### src/hdl/lps_consts.svh
// named constants for the log sense handler
`ifndef LPS_CONSTS_SVH
`define LPS_CONSTS_SVH
`define OPC_LOG_SENSE 8'h4D
`define ST_GOOD 8'h00
`define ST_CHECK 8'h02
`define SK_NONE 8'h00
`define SK_ILLEGAL 8'h05
`define ASC_NONE 8'h00
`define ASC_BAD_CDB 8'h24
`define ASC_BAD_OPC 8'h20
`define PG_LIST 6'h00
`define PG_WRITE 6'h02
`define PG_READ 6'h03
`define PG_VERIFY 6'h05
`define PG_NONMED 6'h06
`define PG_HOURS 6'h08
`define LIST_LEN 16'h0006
`define HDR_BYTES 16'h0004
`define PRM_LEN 8'h04
`define CODE_OTF 3'h0
`define CODE_ECC 3'h1
`define CODE_OTHER 3'h2
`define CODE_SUM 3'h3
`define CODE_TIMES 3'h4
`define CODE_BYTES 3'h5
`define CODE_UNC 3'h6
`define KIND_OTF 2'h0
`define KIND_UNC 2'h3
`define ROW_W 2'h0
`define ROW_R 2'h1
`define ROW_V 2'h2
`define ROW_NONE 2'h3
`define THR_DEFAULT 32'hFFFFFFFF
`define CUM_DEFAULT 32'h00000000
`define PC_THR 2'h0
`define PC_CUM 2'h1
`define PC_DTHR 2'h2
`define B_OP 0
`define B_FLAGS 1
`define B_PAGE 2
`define B_PTR 5
`define B_ALLOC 7
`define BIT_SP 0
`define BIT_PPC 1
`define PCB_DU 7
`define PCB_LP 0
`define CTL_START 0
`define CTL_RESET 1
`define A_CDB0 8'h00
`define A_CDB1 8'h04
`define A_CDB2 8'h08
`define A_CTRL 8'h0C
`define A_STAT 8'h10
`define A_SENT 8'h14
`endif

### src/hdl/lps_pkg.sv
// shared types for the log sense handler
package lps_pkg;
  typedef enum logic [1:0] {S_IDLE, S_CHECK, S_SEND, S_DONE} state_t;
endpackage

### src/hdl/log_page_sense_handler.sv
// log sense command handler with wishbone register access
//
// The register offsets and the Wishbone interface to the registers were chosen for this implementation.
`timescale 1ns/1ps
`include "lps_consts.svh"
// How it works
// - page code map: list, standard, reserved, vendor
// - only pages 0,2,3,5,6,8 implemented
// - page 8 holds power-on hours, code 0
// - error pages carry codes 0 (1 on write) to 6
// - write page holds codes 1 to 6
// - read and verify pages hold codes 0-6
// - page 6 holds non-medium error count
// - code 0 counts on-the-fly fixes, not write
// - code 1 counts ecc or write-fault retry
// - code 2 counts other recoveries
// - code 3 is the sum of recoveries
// - code 4 counts correction or retry uses
// - code 5 accumulates bytes moved
// - control byte honoured, list bit unsupported
// - ten byte descriptor, opcode 4Dh decoded
// - bad page code gives invalid field check
// - save bit set is rejected, no saving
// - saving absent, so nothing stored
// - changed-only reporting not offered
// - ascending codes from pointer, allocation limited
// - pointer above largest code is rejected
// - last update reported, else defaults
// - page control bits select value set
// - pc 0 thr, 1 cum, 2/3 defaults
module log_page_sense_handler (
  input wire logic core_clk_i,
  input wire logic rst_n_i,
  input wire logic wb_cyc_i,
  input wire logic wb_stb_i,
  input wire logic wb_we_i,
  input wire logic [7:0] wb_adr_i,
  input wire logic [3:0] wb_sel_i,
  input wire logic [31:0] wb_dat_i,
  output logic [31:0] wb_dat_o,
  output logic wb_ack_o,
  input wire logic err_evt_i,
  input wire logic [1:0] err_page_i,
  input wire logic [1:0] err_kind_i,
  input wire logic retry_evt_i,
  input wire logic bytes_evt_i,
  input wire logic [15:0] bytes_n_i,
  input wire logic nonmed_evt_i,
  input wire logic hour_tick_i,
  output logic [7:0] data_o,
  output logic data_valid_o,
  input wire logic data_ready_i,
  output logic busy_o
);

  logic [7:0] cdb_ff [0:9];
  logic [31:0] cnt_ff [0:2][0:6];
  logic [31:0] nonmed_ff;
  logic [31:0] hours_ff;
  logic upd_ff;
  logic [7:0] pcb_ff;
  logic start_ff;
  logic devrst_ff;
  logic ack_ff;
  logic [31:0] dat_ff;
  logic [31:0] nxt_dat;
  lps_pkg::state_t state_ff;
  lps_pkg::state_t nxt_state;
  logic [7:0] status_ff;
  logic [7:0] sense_ff;
  logic [7:0] asc_ff;
  logic done_ff;
  logic [15:0] idx_ff;
  logic [15:0] nxt_idx;
  logic [15:0] limit_ff;
  logic [15:0] total_ff;
  logic [15:0] sent_ff;
  logic [2:0] first_ff;
  logic [7:0] data_ff;
  logic [7:0] nxt_data;
  logic wb_req;
  logic wb_wr;
  logic busy;
  logic hs;
  logic [7:0] opc;
  logic sp_bit;
  logic ppc_bit;
  logic [1:0] pcf;
  logic [5:0] page;
  logic [15:0] ptr;
  logic [15:0] alloc;
  logic ptr_high;
  logic bad_field;
  logic [2:0] first;
  logic [3:0] nparams;
  logic [15:0] total;
  logic [15:0] k;
  logic [2:0] pcode;
  logic [15:0] plen;
  logic [31:0] cum;
  logic [31:0] val;
  logic [1:0] row;
  logic [2:0] evt_code;

  function automatic logic page_ok(input logic [5:0] p);
    page_ok = (p == `PG_LIST) || (p == `PG_WRITE) || (p == `PG_READ) ||
              (p == `PG_VERIFY) || (p == `PG_NONMED) || (p == `PG_HOURS);
  endfunction

  // write page starts at code 1
  function automatic logic [2:0] code_min(input logic [5:0] p);
    code_min = (p == `PG_WRITE) ? `CODE_ECC : `CODE_OTF;
  endfunction

  // read and verify end at 6
  function automatic logic [2:0] code_max(input logic [5:0] p);
    code_max = (p == `PG_WRITE || p == `PG_READ || p == `PG_VERIFY) ? `CODE_UNC : `CODE_OTF;
  endfunction

  function automatic logic [1:0] page_row(input logic [5:0] p);
    page_row = (p == `PG_WRITE) ? `ROW_W : (p == `PG_READ) ? `ROW_R :
               (p == `PG_VERIFY) ? `ROW_V : `ROW_NONE;
  endfunction

  function automatic logic [7:0] list_entry(input logic [2:0] n);
    unique case (n)
      3'h0: list_entry = {2'h0, `PG_LIST};
      3'h1: list_entry = {2'h0, `PG_WRITE};
      3'h2: list_entry = {2'h0, `PG_READ};
      3'h3: list_entry = {2'h0, `PG_VERIFY};
      3'h4: list_entry = {2'h0, `PG_NONMED};
      3'h5: list_entry = {2'h0, `PG_HOURS};
      default: list_entry = 8'h00;
    endcase
  endfunction

  assign opc = cdb_ff[`B_OP];
  assign sp_bit = cdb_ff[`B_FLAGS][`BIT_SP];
  assign ppc_bit = cdb_ff[`B_FLAGS][`BIT_PPC];
  assign pcf = cdb_ff[`B_PAGE][7:6];
  assign page = cdb_ff[`B_PAGE][5:0];
  assign ptr = {cdb_ff[`B_PTR], cdb_ff[`B_PTR + 1]};
  assign alloc = {cdb_ff[`B_ALLOC], cdb_ff[`B_ALLOC + 1]};

  assign busy = (state_ff != lps_pkg::S_IDLE);
  assign busy_o = busy;
  assign wb_req = wb_cyc_i && wb_stb_i && !ack_ff;
  // writes land on the ack edge, while the master still holds the request
  assign wb_wr = wb_cyc_i && wb_stb_i && wb_we_i && ack_ff;
  assign wb_ack_o = ack_ff;
  assign wb_dat_o = dat_ff;
  assign data_valid_o = (state_ff == lps_pkg::S_SEND);
  assign data_o = data_ff;
  assign hs = data_valid_o && data_ready_i;

  assign ptr_high = ptr > {13'h0000, code_max(page)};
  // save bit has no saving store behind it
  // no non-volatile store, so sp is refused
  assign bad_field = !page_ok(page) || sp_bit || ppc_bit || ptr_high;
  // start at pointer or page's first code
  assign first = (ptr < {13'h0000, code_min(page)}) ? code_min(page) : ptr[2:0];
  assign nparams = {1'b0, code_max(page)} - {1'b0, first} + 4'h1;
  // eight bytes per parameter: code, control, length, four value bytes
  assign total = (page == `PG_LIST) ? `HDR_BYTES + `LIST_LEN :
                 `HDR_BYTES + {9'h000, nparams, 3'h0};

  // wishbone slave, one wait state per access
  always_ff @(posedge core_clk_i or negedge rst_n_i)
  begin
    if (!rst_n_i)
      ack_ff <= 1'b0;
    else
      ack_ff <= wb_req;
  end

  always_comb
  begin
    unique case (wb_adr_i)
      `A_CDB0: nxt_dat = {cdb_ff[3], cdb_ff[2], cdb_ff[1], cdb_ff[0]};
      `A_CDB1: nxt_dat = {cdb_ff[7], cdb_ff[6], cdb_ff[5], cdb_ff[4]};
      `A_CDB2: nxt_dat = {16'h0000, cdb_ff[9], cdb_ff[8]};
      `A_CTRL: nxt_dat = {16'h0000, pcb_ff, 8'h00};
      `A_STAT: nxt_dat = {6'h00, done_ff, busy, asc_ff, sense_ff, status_ff};
      `A_SENT: nxt_dat = {16'h0000, sent_ff};
      default: nxt_dat = 32'h00000000;
    endcase
  end

  always_ff @(posedge core_clk_i or negedge rst_n_i)
  begin
    if (!rst_n_i)
      dat_ff <= 32'h00000000;
    else if (wb_req && !wb_we_i)
      dat_ff <= nxt_dat;
  end

  // descriptor is frozen while a command runs, so decode stays coherent
  always_ff @(posedge core_clk_i or negedge rst_n_i)
  begin
    if (!rst_n_i)
    begin
      for (int i = 0; i < 10; i++)
        cdb_ff[i] <= 8'h00;
      pcb_ff <= 8'h00;
      start_ff <= 1'b0;
      devrst_ff <= 1'b0;
    end
    else
    begin
      start_ff <= 1'b0;
      devrst_ff <= 1'b0;
      if (wb_wr && !busy)
      begin
        for (int b = 0; b < 4; b++)
          if (wb_sel_i[b])
          begin
            if (wb_adr_i == `A_CDB0)
              cdb_ff[b] <= wb_dat_i[8*b +: 8];
            if (wb_adr_i == `A_CDB1)
              cdb_ff[4+b] <= wb_dat_i[8*b +: 8];
            if (wb_adr_i == `A_CDB2 && b < 2)
              cdb_ff[8+b] <= wb_dat_i[8*b +: 8];
          end
        if (wb_adr_i == `A_CTRL && wb_sel_i[0])
        begin
          start_ff <= wb_dat_i[`CTL_START];
          devrst_ff <= wb_dat_i[`CTL_RESET];
        end
        if (wb_adr_i == `A_CTRL && wb_sel_i[1])
          pcb_ff <= wb_dat_i[15:8] & ~(8'h01 << `PCB_LP);
      end
    end
  end

  // kinds 0..2 map straight onto codes 0..2, kind 3 onto code 6
  assign evt_code = (err_kind_i == `KIND_UNC) ? `CODE_UNC : {1'b0, err_kind_i};

  // event counters; a device reset returns them to defaults
  always_ff @(posedge core_clk_i or negedge rst_n_i)
  begin
    if (!rst_n_i)
    begin
      for (int r = 0; r < 3; r++)
        for (int c = 0; c < 7; c++)
          cnt_ff[r][c] <= `CUM_DEFAULT;
      nonmed_ff <= `CUM_DEFAULT;
      hours_ff <= `CUM_DEFAULT;
      upd_ff <= 1'b0;
    end
    else if (devrst_ff)
    begin
      for (int r = 0; r < 3; r++)
        for (int c = 0; c < 7; c++)
          cnt_ff[r][c] <= `CUM_DEFAULT;
      nonmed_ff <= `CUM_DEFAULT;
      hours_ff <= `CUM_DEFAULT;
      upd_ff <= 1'b0;
    end
    else if (!pcb_ff[`PCB_DU])
    begin
      // count error events by kind, except on-the-fly on the write page
      if (err_evt_i && err_page_i != `ROW_NONE &&
          !(err_page_i == `ROW_W && err_kind_i == `KIND_OTF))
        cnt_ff[err_page_i][evt_code] <= cnt_ff[err_page_i][evt_code] + 32'h00000001;
      if (retry_evt_i && err_page_i != `ROW_NONE)
        cnt_ff[err_page_i][`CODE_TIMES] <= cnt_ff[err_page_i][`CODE_TIMES] + 32'h00000001;
      if (bytes_evt_i && err_page_i != `ROW_NONE)
        cnt_ff[err_page_i][`CODE_BYTES] <= cnt_ff[err_page_i][`CODE_BYTES] +
                                            {16'h0000, bytes_n_i};
      if (nonmed_evt_i)
        nonmed_ff <= nonmed_ff + 32'h00000001;
      if (hour_tick_i)
        hours_ff <= hours_ff + 32'h00000001;
      if (err_evt_i || retry_evt_i || bytes_evt_i || nonmed_evt_i || hour_tick_i)
        upd_ff <= 1'b1;
    end
  end

  // command sequencer
  always_comb
  begin
    nxt_state = state_ff;
    unique case (state_ff)
      lps_pkg::S_IDLE:
        if (start_ff)
          nxt_state = lps_pkg::S_CHECK;
      lps_pkg::S_CHECK:
        if (opc != `OPC_LOG_SENSE || bad_field || alloc == 16'h0000)
          nxt_state = lps_pkg::S_DONE;
        else
          nxt_state = lps_pkg::S_SEND;
      lps_pkg::S_SEND:
        if (hs && idx_ff + 16'h0001 == limit_ff)
          nxt_state = lps_pkg::S_DONE;
      lps_pkg::S_DONE:
        nxt_state = lps_pkg::S_IDLE;
    endcase
  end

  always_ff @(posedge core_clk_i or negedge rst_n_i)
  begin
    if (!rst_n_i)
    begin
      state_ff <= lps_pkg::S_IDLE;
      status_ff <= `ST_GOOD;
      sense_ff <= `SK_NONE;
      asc_ff <= `ASC_NONE;
      done_ff <= 1'b0;
    end
    else
    begin
      state_ff <= nxt_state;
      if (start_ff && state_ff == lps_pkg::S_IDLE)
      begin
        done_ff <= 1'b0;
        status_ff <= `ST_GOOD;
        sense_ff <= `SK_NONE;
        asc_ff <= `ASC_NONE;
      end
      if (state_ff == lps_pkg::S_CHECK)
      begin
        // only the log sense opcode is served
        if (opc != `OPC_LOG_SENSE)
        begin
          status_ff <= `ST_CHECK;
          sense_ff <= `SK_ILLEGAL;
          asc_ff <= `ASC_BAD_OPC;
        end
        else if (bad_field)
        begin
          status_ff <= `ST_CHECK;
          sense_ff <= `SK_ILLEGAL;
          asc_ff <= `ASC_BAD_CDB;
        end
      end
      if (nxt_state == lps_pkg::S_DONE && state_ff != lps_pkg::S_DONE)
        done_ff <= 1'b1;
    end
  end

  // transfer bookkeeping
  always_ff @(posedge core_clk_i or negedge rst_n_i)
  begin
    if (!rst_n_i)
    begin
      limit_ff <= 16'h0000;
      total_ff <= 16'h0000;
      first_ff <= 3'h0;
      sent_ff <= 16'h0000;
    end
    else if (state_ff == lps_pkg::S_CHECK)
    begin
      limit_ff <= (alloc < total) ? alloc : total;
      total_ff <= total;
      first_ff <= first;
      sent_ff <= 16'h0000;
    end
    else if (hs)
      sent_ff <= sent_ff + 16'h0001;
  end

  always_comb
  begin
    nxt_idx = idx_ff;
    if (state_ff == lps_pkg::S_CHECK)
      nxt_idx = 16'h0000;
    else if (hs)
      nxt_idx = idx_ff + 16'h0001;
  end

  // parameters walk upward from the first code
  assign k = nxt_idx - `HDR_BYTES;
  assign pcode = first_ff + k[5:3];
  assign plen = total_ff - `HDR_BYTES;
  assign row = page_row(page);

  // sum code is built, never stored
  // before any update, defaults are reported
  always_comb
  begin
    cum = `CUM_DEFAULT;
    if (page == `PG_NONMED)
      cum = nonmed_ff;
    else if (page == `PG_HOURS)
      cum = hours_ff;
    else if (row == `ROW_NONE)
      cum = `CUM_DEFAULT;
    else if (pcode == `CODE_SUM)
      cum = cnt_ff[row][`CODE_ECC] + cnt_ff[row][`CODE_OTHER] +
            ((row == `ROW_W) ? `CUM_DEFAULT : cnt_ff[row][`CODE_OTF]);
    else if (pcode <= `CODE_UNC)
      cum = cnt_ff[row][pcode];
    // page control picks the value set
    // thresholds default to all ones, cumulative to zero
    unique case (pcf)
      `PC_THR: val = `THR_DEFAULT;
      `PC_CUM: val = upd_ff ? cum : `CUM_DEFAULT;
      `PC_DTHR: val = `THR_DEFAULT;
      default: val = `CUM_DEFAULT;
    endcase
  end

  // error pages laid out code by code
  always_comb
  begin
    nxt_data = 8'h00;
    if (nxt_idx == 16'h0000)
      nxt_data = {2'h0, page};
    else if (nxt_idx == 16'h0002)
      nxt_data = plen[15:8];
    else if (nxt_idx == 16'h0003)
      nxt_data = plen[7:0];
    else if (nxt_idx < `HDR_BYTES)
      nxt_data = 8'h00;
    else if (page == `PG_LIST)
      nxt_data = list_entry(k[2:0]);
    else
      unique case (k[2:0])
        3'h0: nxt_data = 8'h00;
        3'h1: nxt_data = {5'h00, pcode};
        // control byte as set by software, with the LP bit cleared
        3'h2: nxt_data = pcb_ff;
        3'h3: nxt_data = `PRM_LEN;
        3'h4: nxt_data = val[31:24];
        3'h5: nxt_data = val[23:16];
        3'h6: nxt_data = val[15:8];
        3'h7: nxt_data = val[7:0];
      endcase
  end

  always_ff @(posedge core_clk_i or negedge rst_n_i)
  begin
    if (!rst_n_i)
    begin
      idx_ff <= 16'h0000;
      data_ff <= 8'h00;
    end
    else
    begin
      idx_ff <= nxt_idx;
      data_ff <= nxt_data;
    end
  end
endmodule // log_page_sense_handler

### config.mk
export PLATFORM = sky130hd
export DESIGN_NAME = log_page_sense_handler
export DESIGN_NICKNAME = d
export VERILOG_FILES = /design/src/hdl/lps_pkg.sv /design/src/hdl/log_page_sense_handler.sv
export VERILOG_INCLUDE_DIRS = /design/src /design/src/hdl
export SDC_FILE = /design/constraint.sdc
export NUM_CORES = 2
export LEC_CHECK = 0
export BUFFER_PORTS_ARGS = -buffer_cell sky130_fd_sc_hd__buf_2
export CAP_MARGIN = 20
export CORE_MARGIN = 2
export CORE_UTILIZATION = 44
export DETAILED_ROUTE_END_ITERATION = 10
export HOLD_SLACK_MARGIN = 0.1
export SKIP_CTS_REPAIR_TIMING = 1
export SYNTH_ARGS = -nofsm -noshare
export SYNTH_HDL_FRONTEND = slang
export SYNTH_SLANG_ARGS = --single-unit
### constraint.sdc
create_clock -name core_clk_i -period 15.3 [get_ports core_clk_i]
set_input_delay 2.295 -clock core_clk_i [delete_from_list [all_inputs] [get_ports core_clk_i]]
set_output_delay 2.295 -clock core_clk_i [all_outputs]
set_load 0.1 [all_outputs]
==> impl_metrics.yaml <==
status:
  run_status: "complete, no violations"
timing:
  slew_headroom: 0.1779
  worst_pin_slew_ns: 1.229
  hold_violations: 0
  holdWs_ns: 0.4715
  finalCritPeriodShare: 0.5118
  tns_ns: 0
  fin_ws_ns: 7.469
  finalClockSkew_ns: 0.03514
  layout_min_cycle_time_ns: 7.831
  slew_viol_final: 0
  fmax_ghz: 0.1277
  setup_viol: 0
  grt_setup_unrepaired: "no"
clock_network:
  cts_tree: "built"
  clk_path_buf_depth: 3
  cts.htree.levels: 3
  clk_pin_slew_ns: 0.06
  cts_buffers: 99
  clock_latency_ns: 0.75
  numClockSinks: 855
  cts_root_buf: "clkbuf_16"
drt:
  routed_wl_um: 215900
  ant_nets: 0
  vias: 47500
  post-route-drc-count: 0
  vias_per_cell: 6.556
  first_iter_violations: 5762
  avgRoutedWirePerCell_um: 29.80
  first_pass_iters: 6
layout:
  layoutNonFillerInstCount: 7246
  final_cell_area_um2: 57500
  fin_nets: 5810
  area_growth_pct: 10.53
  drive_above_1_share: 0.1268
pwr:
  p_leak_nw: 25.47
  power_per_cell_area_nw_per_um2: 121.2
  ir_worst_vdd_uv: 114.5
floorplanning:
  start_util: 0.4423
  fp.dieW_um: 347.9
  fp.coreArea_um2: 117600
  rows: 126
  die_y_um: 347.9
  io_pins: 118
  dieArea_um2: 121000
worst_setup_path:
  worstSetupPathType: "reg2reg"
  r2r_cells: 20
  cp.required_ns: 15.87
  slowest_stage: "or4b_2"
  crit_chain: "or4b_2, nor3_2, buf_4, buf_4, nand2_1, o21ai_0, nand2_1, fa_1, inv_1, ha_1, fa_1, a211o_1, a211oi_1, a21oi_1, a211oi_1, xor2_1, o221ai_1, o2111ai_1, nor4bb_1, a21oi_1"
  path_depth: 20
  crit_family: "compound AO/OA/AOI/OAI gates"
  worst_setup_path_start_kind: "flop"
  path_buf_inv: 3
  arrival_ns: 8.40
  max_stage_delay_ns: 0.94
  worstPathMaxFanout: 50
  cp-end-kind: "flop"
synthesis:
  synthArstFlopShare: 1.000
  synth_fp_nets: 5897
  synth_most_common_cell: "nand2_1"
  synth-edff-count: 0
  synth_flop_cell: "dfrtp_1"
  synth_cells: 5716
  yosysUniqueCellTypes: 102
  yosys_warnings: 0
  synth_top_area_share: 0.4113
  ys_seq_area_frac: 0.4113
  yosys-top-cells-count: "nand2_1, dfrtp_1, o21ai_0"
  avgSynthCellArea_um2: 9.101
  synth_area_um2: 52020
  ys_top_cells_by_area: "dfrtp_1, nand2_1, mux2i_1"
  ys_seq_elements: 855
  yosysTopAreaCell: "dfrtp_1"
placement:
  dp_slack_ns: 7.330
  placed_cells: 7059
  hpwl_um: 147700
  portBuffers: 117
  place_area_um2: 53940
  gp_congestion: 1.028
grt:
  grt_overflow: 0
  grt_pass1_wl_um: 317900
  antenna_found_initial: 4
  grt_max_degree: 141
  grt_pass1_vias: 45760
  grt_usage: 0.3521
flow_run:
  drv_cap: 0
hold_path:
  min_path_cells: 2
  holdCritPathClass: "reg2reg"
-- worst register-to-register path, stage by stage (launching register included) --
cell       delay, ns
dfrtp_1         0.61
or4b_2          0.95
nor3_2          0.22
buf_4           0.45
buf_4           0.71
nand2_1         0.17
o21ai_0         0.31
nand2_1         0.18
fa_1            0.56
inv_1           0.04
ha_1            0.21
fa_1            0.55
a211o_1         0.34
a211oi_1        0.38
a21oi_1         0.13
a211oi_1        0.32
xor2_1          0.19
o221ai_1        0.26
o2111ai_1       0.29
nor4bb_1        0.65
a21oi_1         0.15
-- power breakdown --
| part | switching (mW) | total [mW] | internal, mW |
|---|---|---|---|
| sequential | 0.212 | 2.66 | 2.45 |
| combinational | 1.24 | 1.77 | 0.532 |
| clock | 1.07 | 2.54 | 1.47 |
| total | 2.52 | 6.97 | 4.45 |
-- sequential cells by signal (all words and copies together), names as in the netlist, 16 cells and up --
register and cells:
alloc 16, sent_ff 16, wb_dat_o 32, cnt_ff 576
cdb_ff 56, hours_ff 32, idx_ff 16, limit_ff 16
nonmed_ff 32
-- cell type report --
| type | instances | area [um2] |
|---|---|---|
| Antenna cell | 2 | 5.005 |
| Clock buffer | 149 | 2975 |
| Clock inverter | 31 | 500.5 |
| Fill cell | 11090 | 60110 |
| Inverter | 76 | 285.3 |
| Multi-Input combinational cell | 4350 | 28740 |
| Sequential cell | 855 | 21400 |
| Tap cell | 1536 | 1922 |
| Timing Repair Buffer | 247 | 1678 |
-- metal layers --
metal,GRT usage,share of wire,vias up
li1,-,-,20550
met2,0.5168,0.43,2750
met1,0.4759,0.40,23600
met4,0.2013,0.066,6
met5,0,0.00018,-
met3,0.08314,0.10,590
-- final timing paths --
check / startpoint / end / slack (ns)
max in group asynchronous: rst_n_i / cnt_ff[135] / 10.53
worst min register to register: wb_dat_o[28] / wb_dat_o[28] / 0.47
min in group asynchronous: rst_n_i / status_ff[6] / 1.62
worst max register to register: cdb_ff[59] / data_o[3] / 7.47
worst min-delay path: wb_dat_o[28] / wb_dat_o[28] / 0.47
worst max-delay path: cdb_ff[59] / data_o[3] / 7.47
-- cell families (layout without fill, tap and decap cells) --
family | after synthesis | in the layout | share of synthesized area
muxes | 494 | 494 | 0.1096
other | 0 | 2 | 0
buffers and inverters | 511 | 503 | 0.04226
xor gates and xnor gates | 189 | 189 | 0.03182
AOI/OAI and AO/OA | 1593 | 1593 | 0.1975
DFF | 855 | 855 | 0.4113
and+or+nand+nor | 1968 | 1968 | 0.1770
adders and majority gates | 106 | 106 | 0.03054
-- layout by cell type, fill, tap and decap left out, types with 41 or more instances in the layout --
cell type and n:
nand4_1 65, nor2b_1 69, a22o_1 91, a22oi_1 57, o21ai_1 115, ha_1 69
clkbuf_16 99, inv_1 69, buf_4 124, xnor2_1 88, a31oi_1 49, mux4_2 43
nand3_1 152, nor2_1 317, a21oi_1 324, buf_2 114, dfrtp_1 854, nor3_1 87
mux2i_1 283, nand3b_1 50, o21ai_0 444, nand2_1 920, or3_1 41, and3_1 58
mux2_2 165, xor2_1 101, o2bb2ai_1 65, and2_1 42, o211ai_1 41, a221oi_1 46
-- stage by stage --
stage / utilization / total power [mW]
after floorplan: - / 3.696
after global placement: 0.4585 / 4.378
after detailed placement: 0.4587 / 4.402
after CTS: 0.4882 / 6.926
after global routing: 0.4889 / 7.197
final: 0.4889 / 6.971
(Power assumes the default switching activity.)
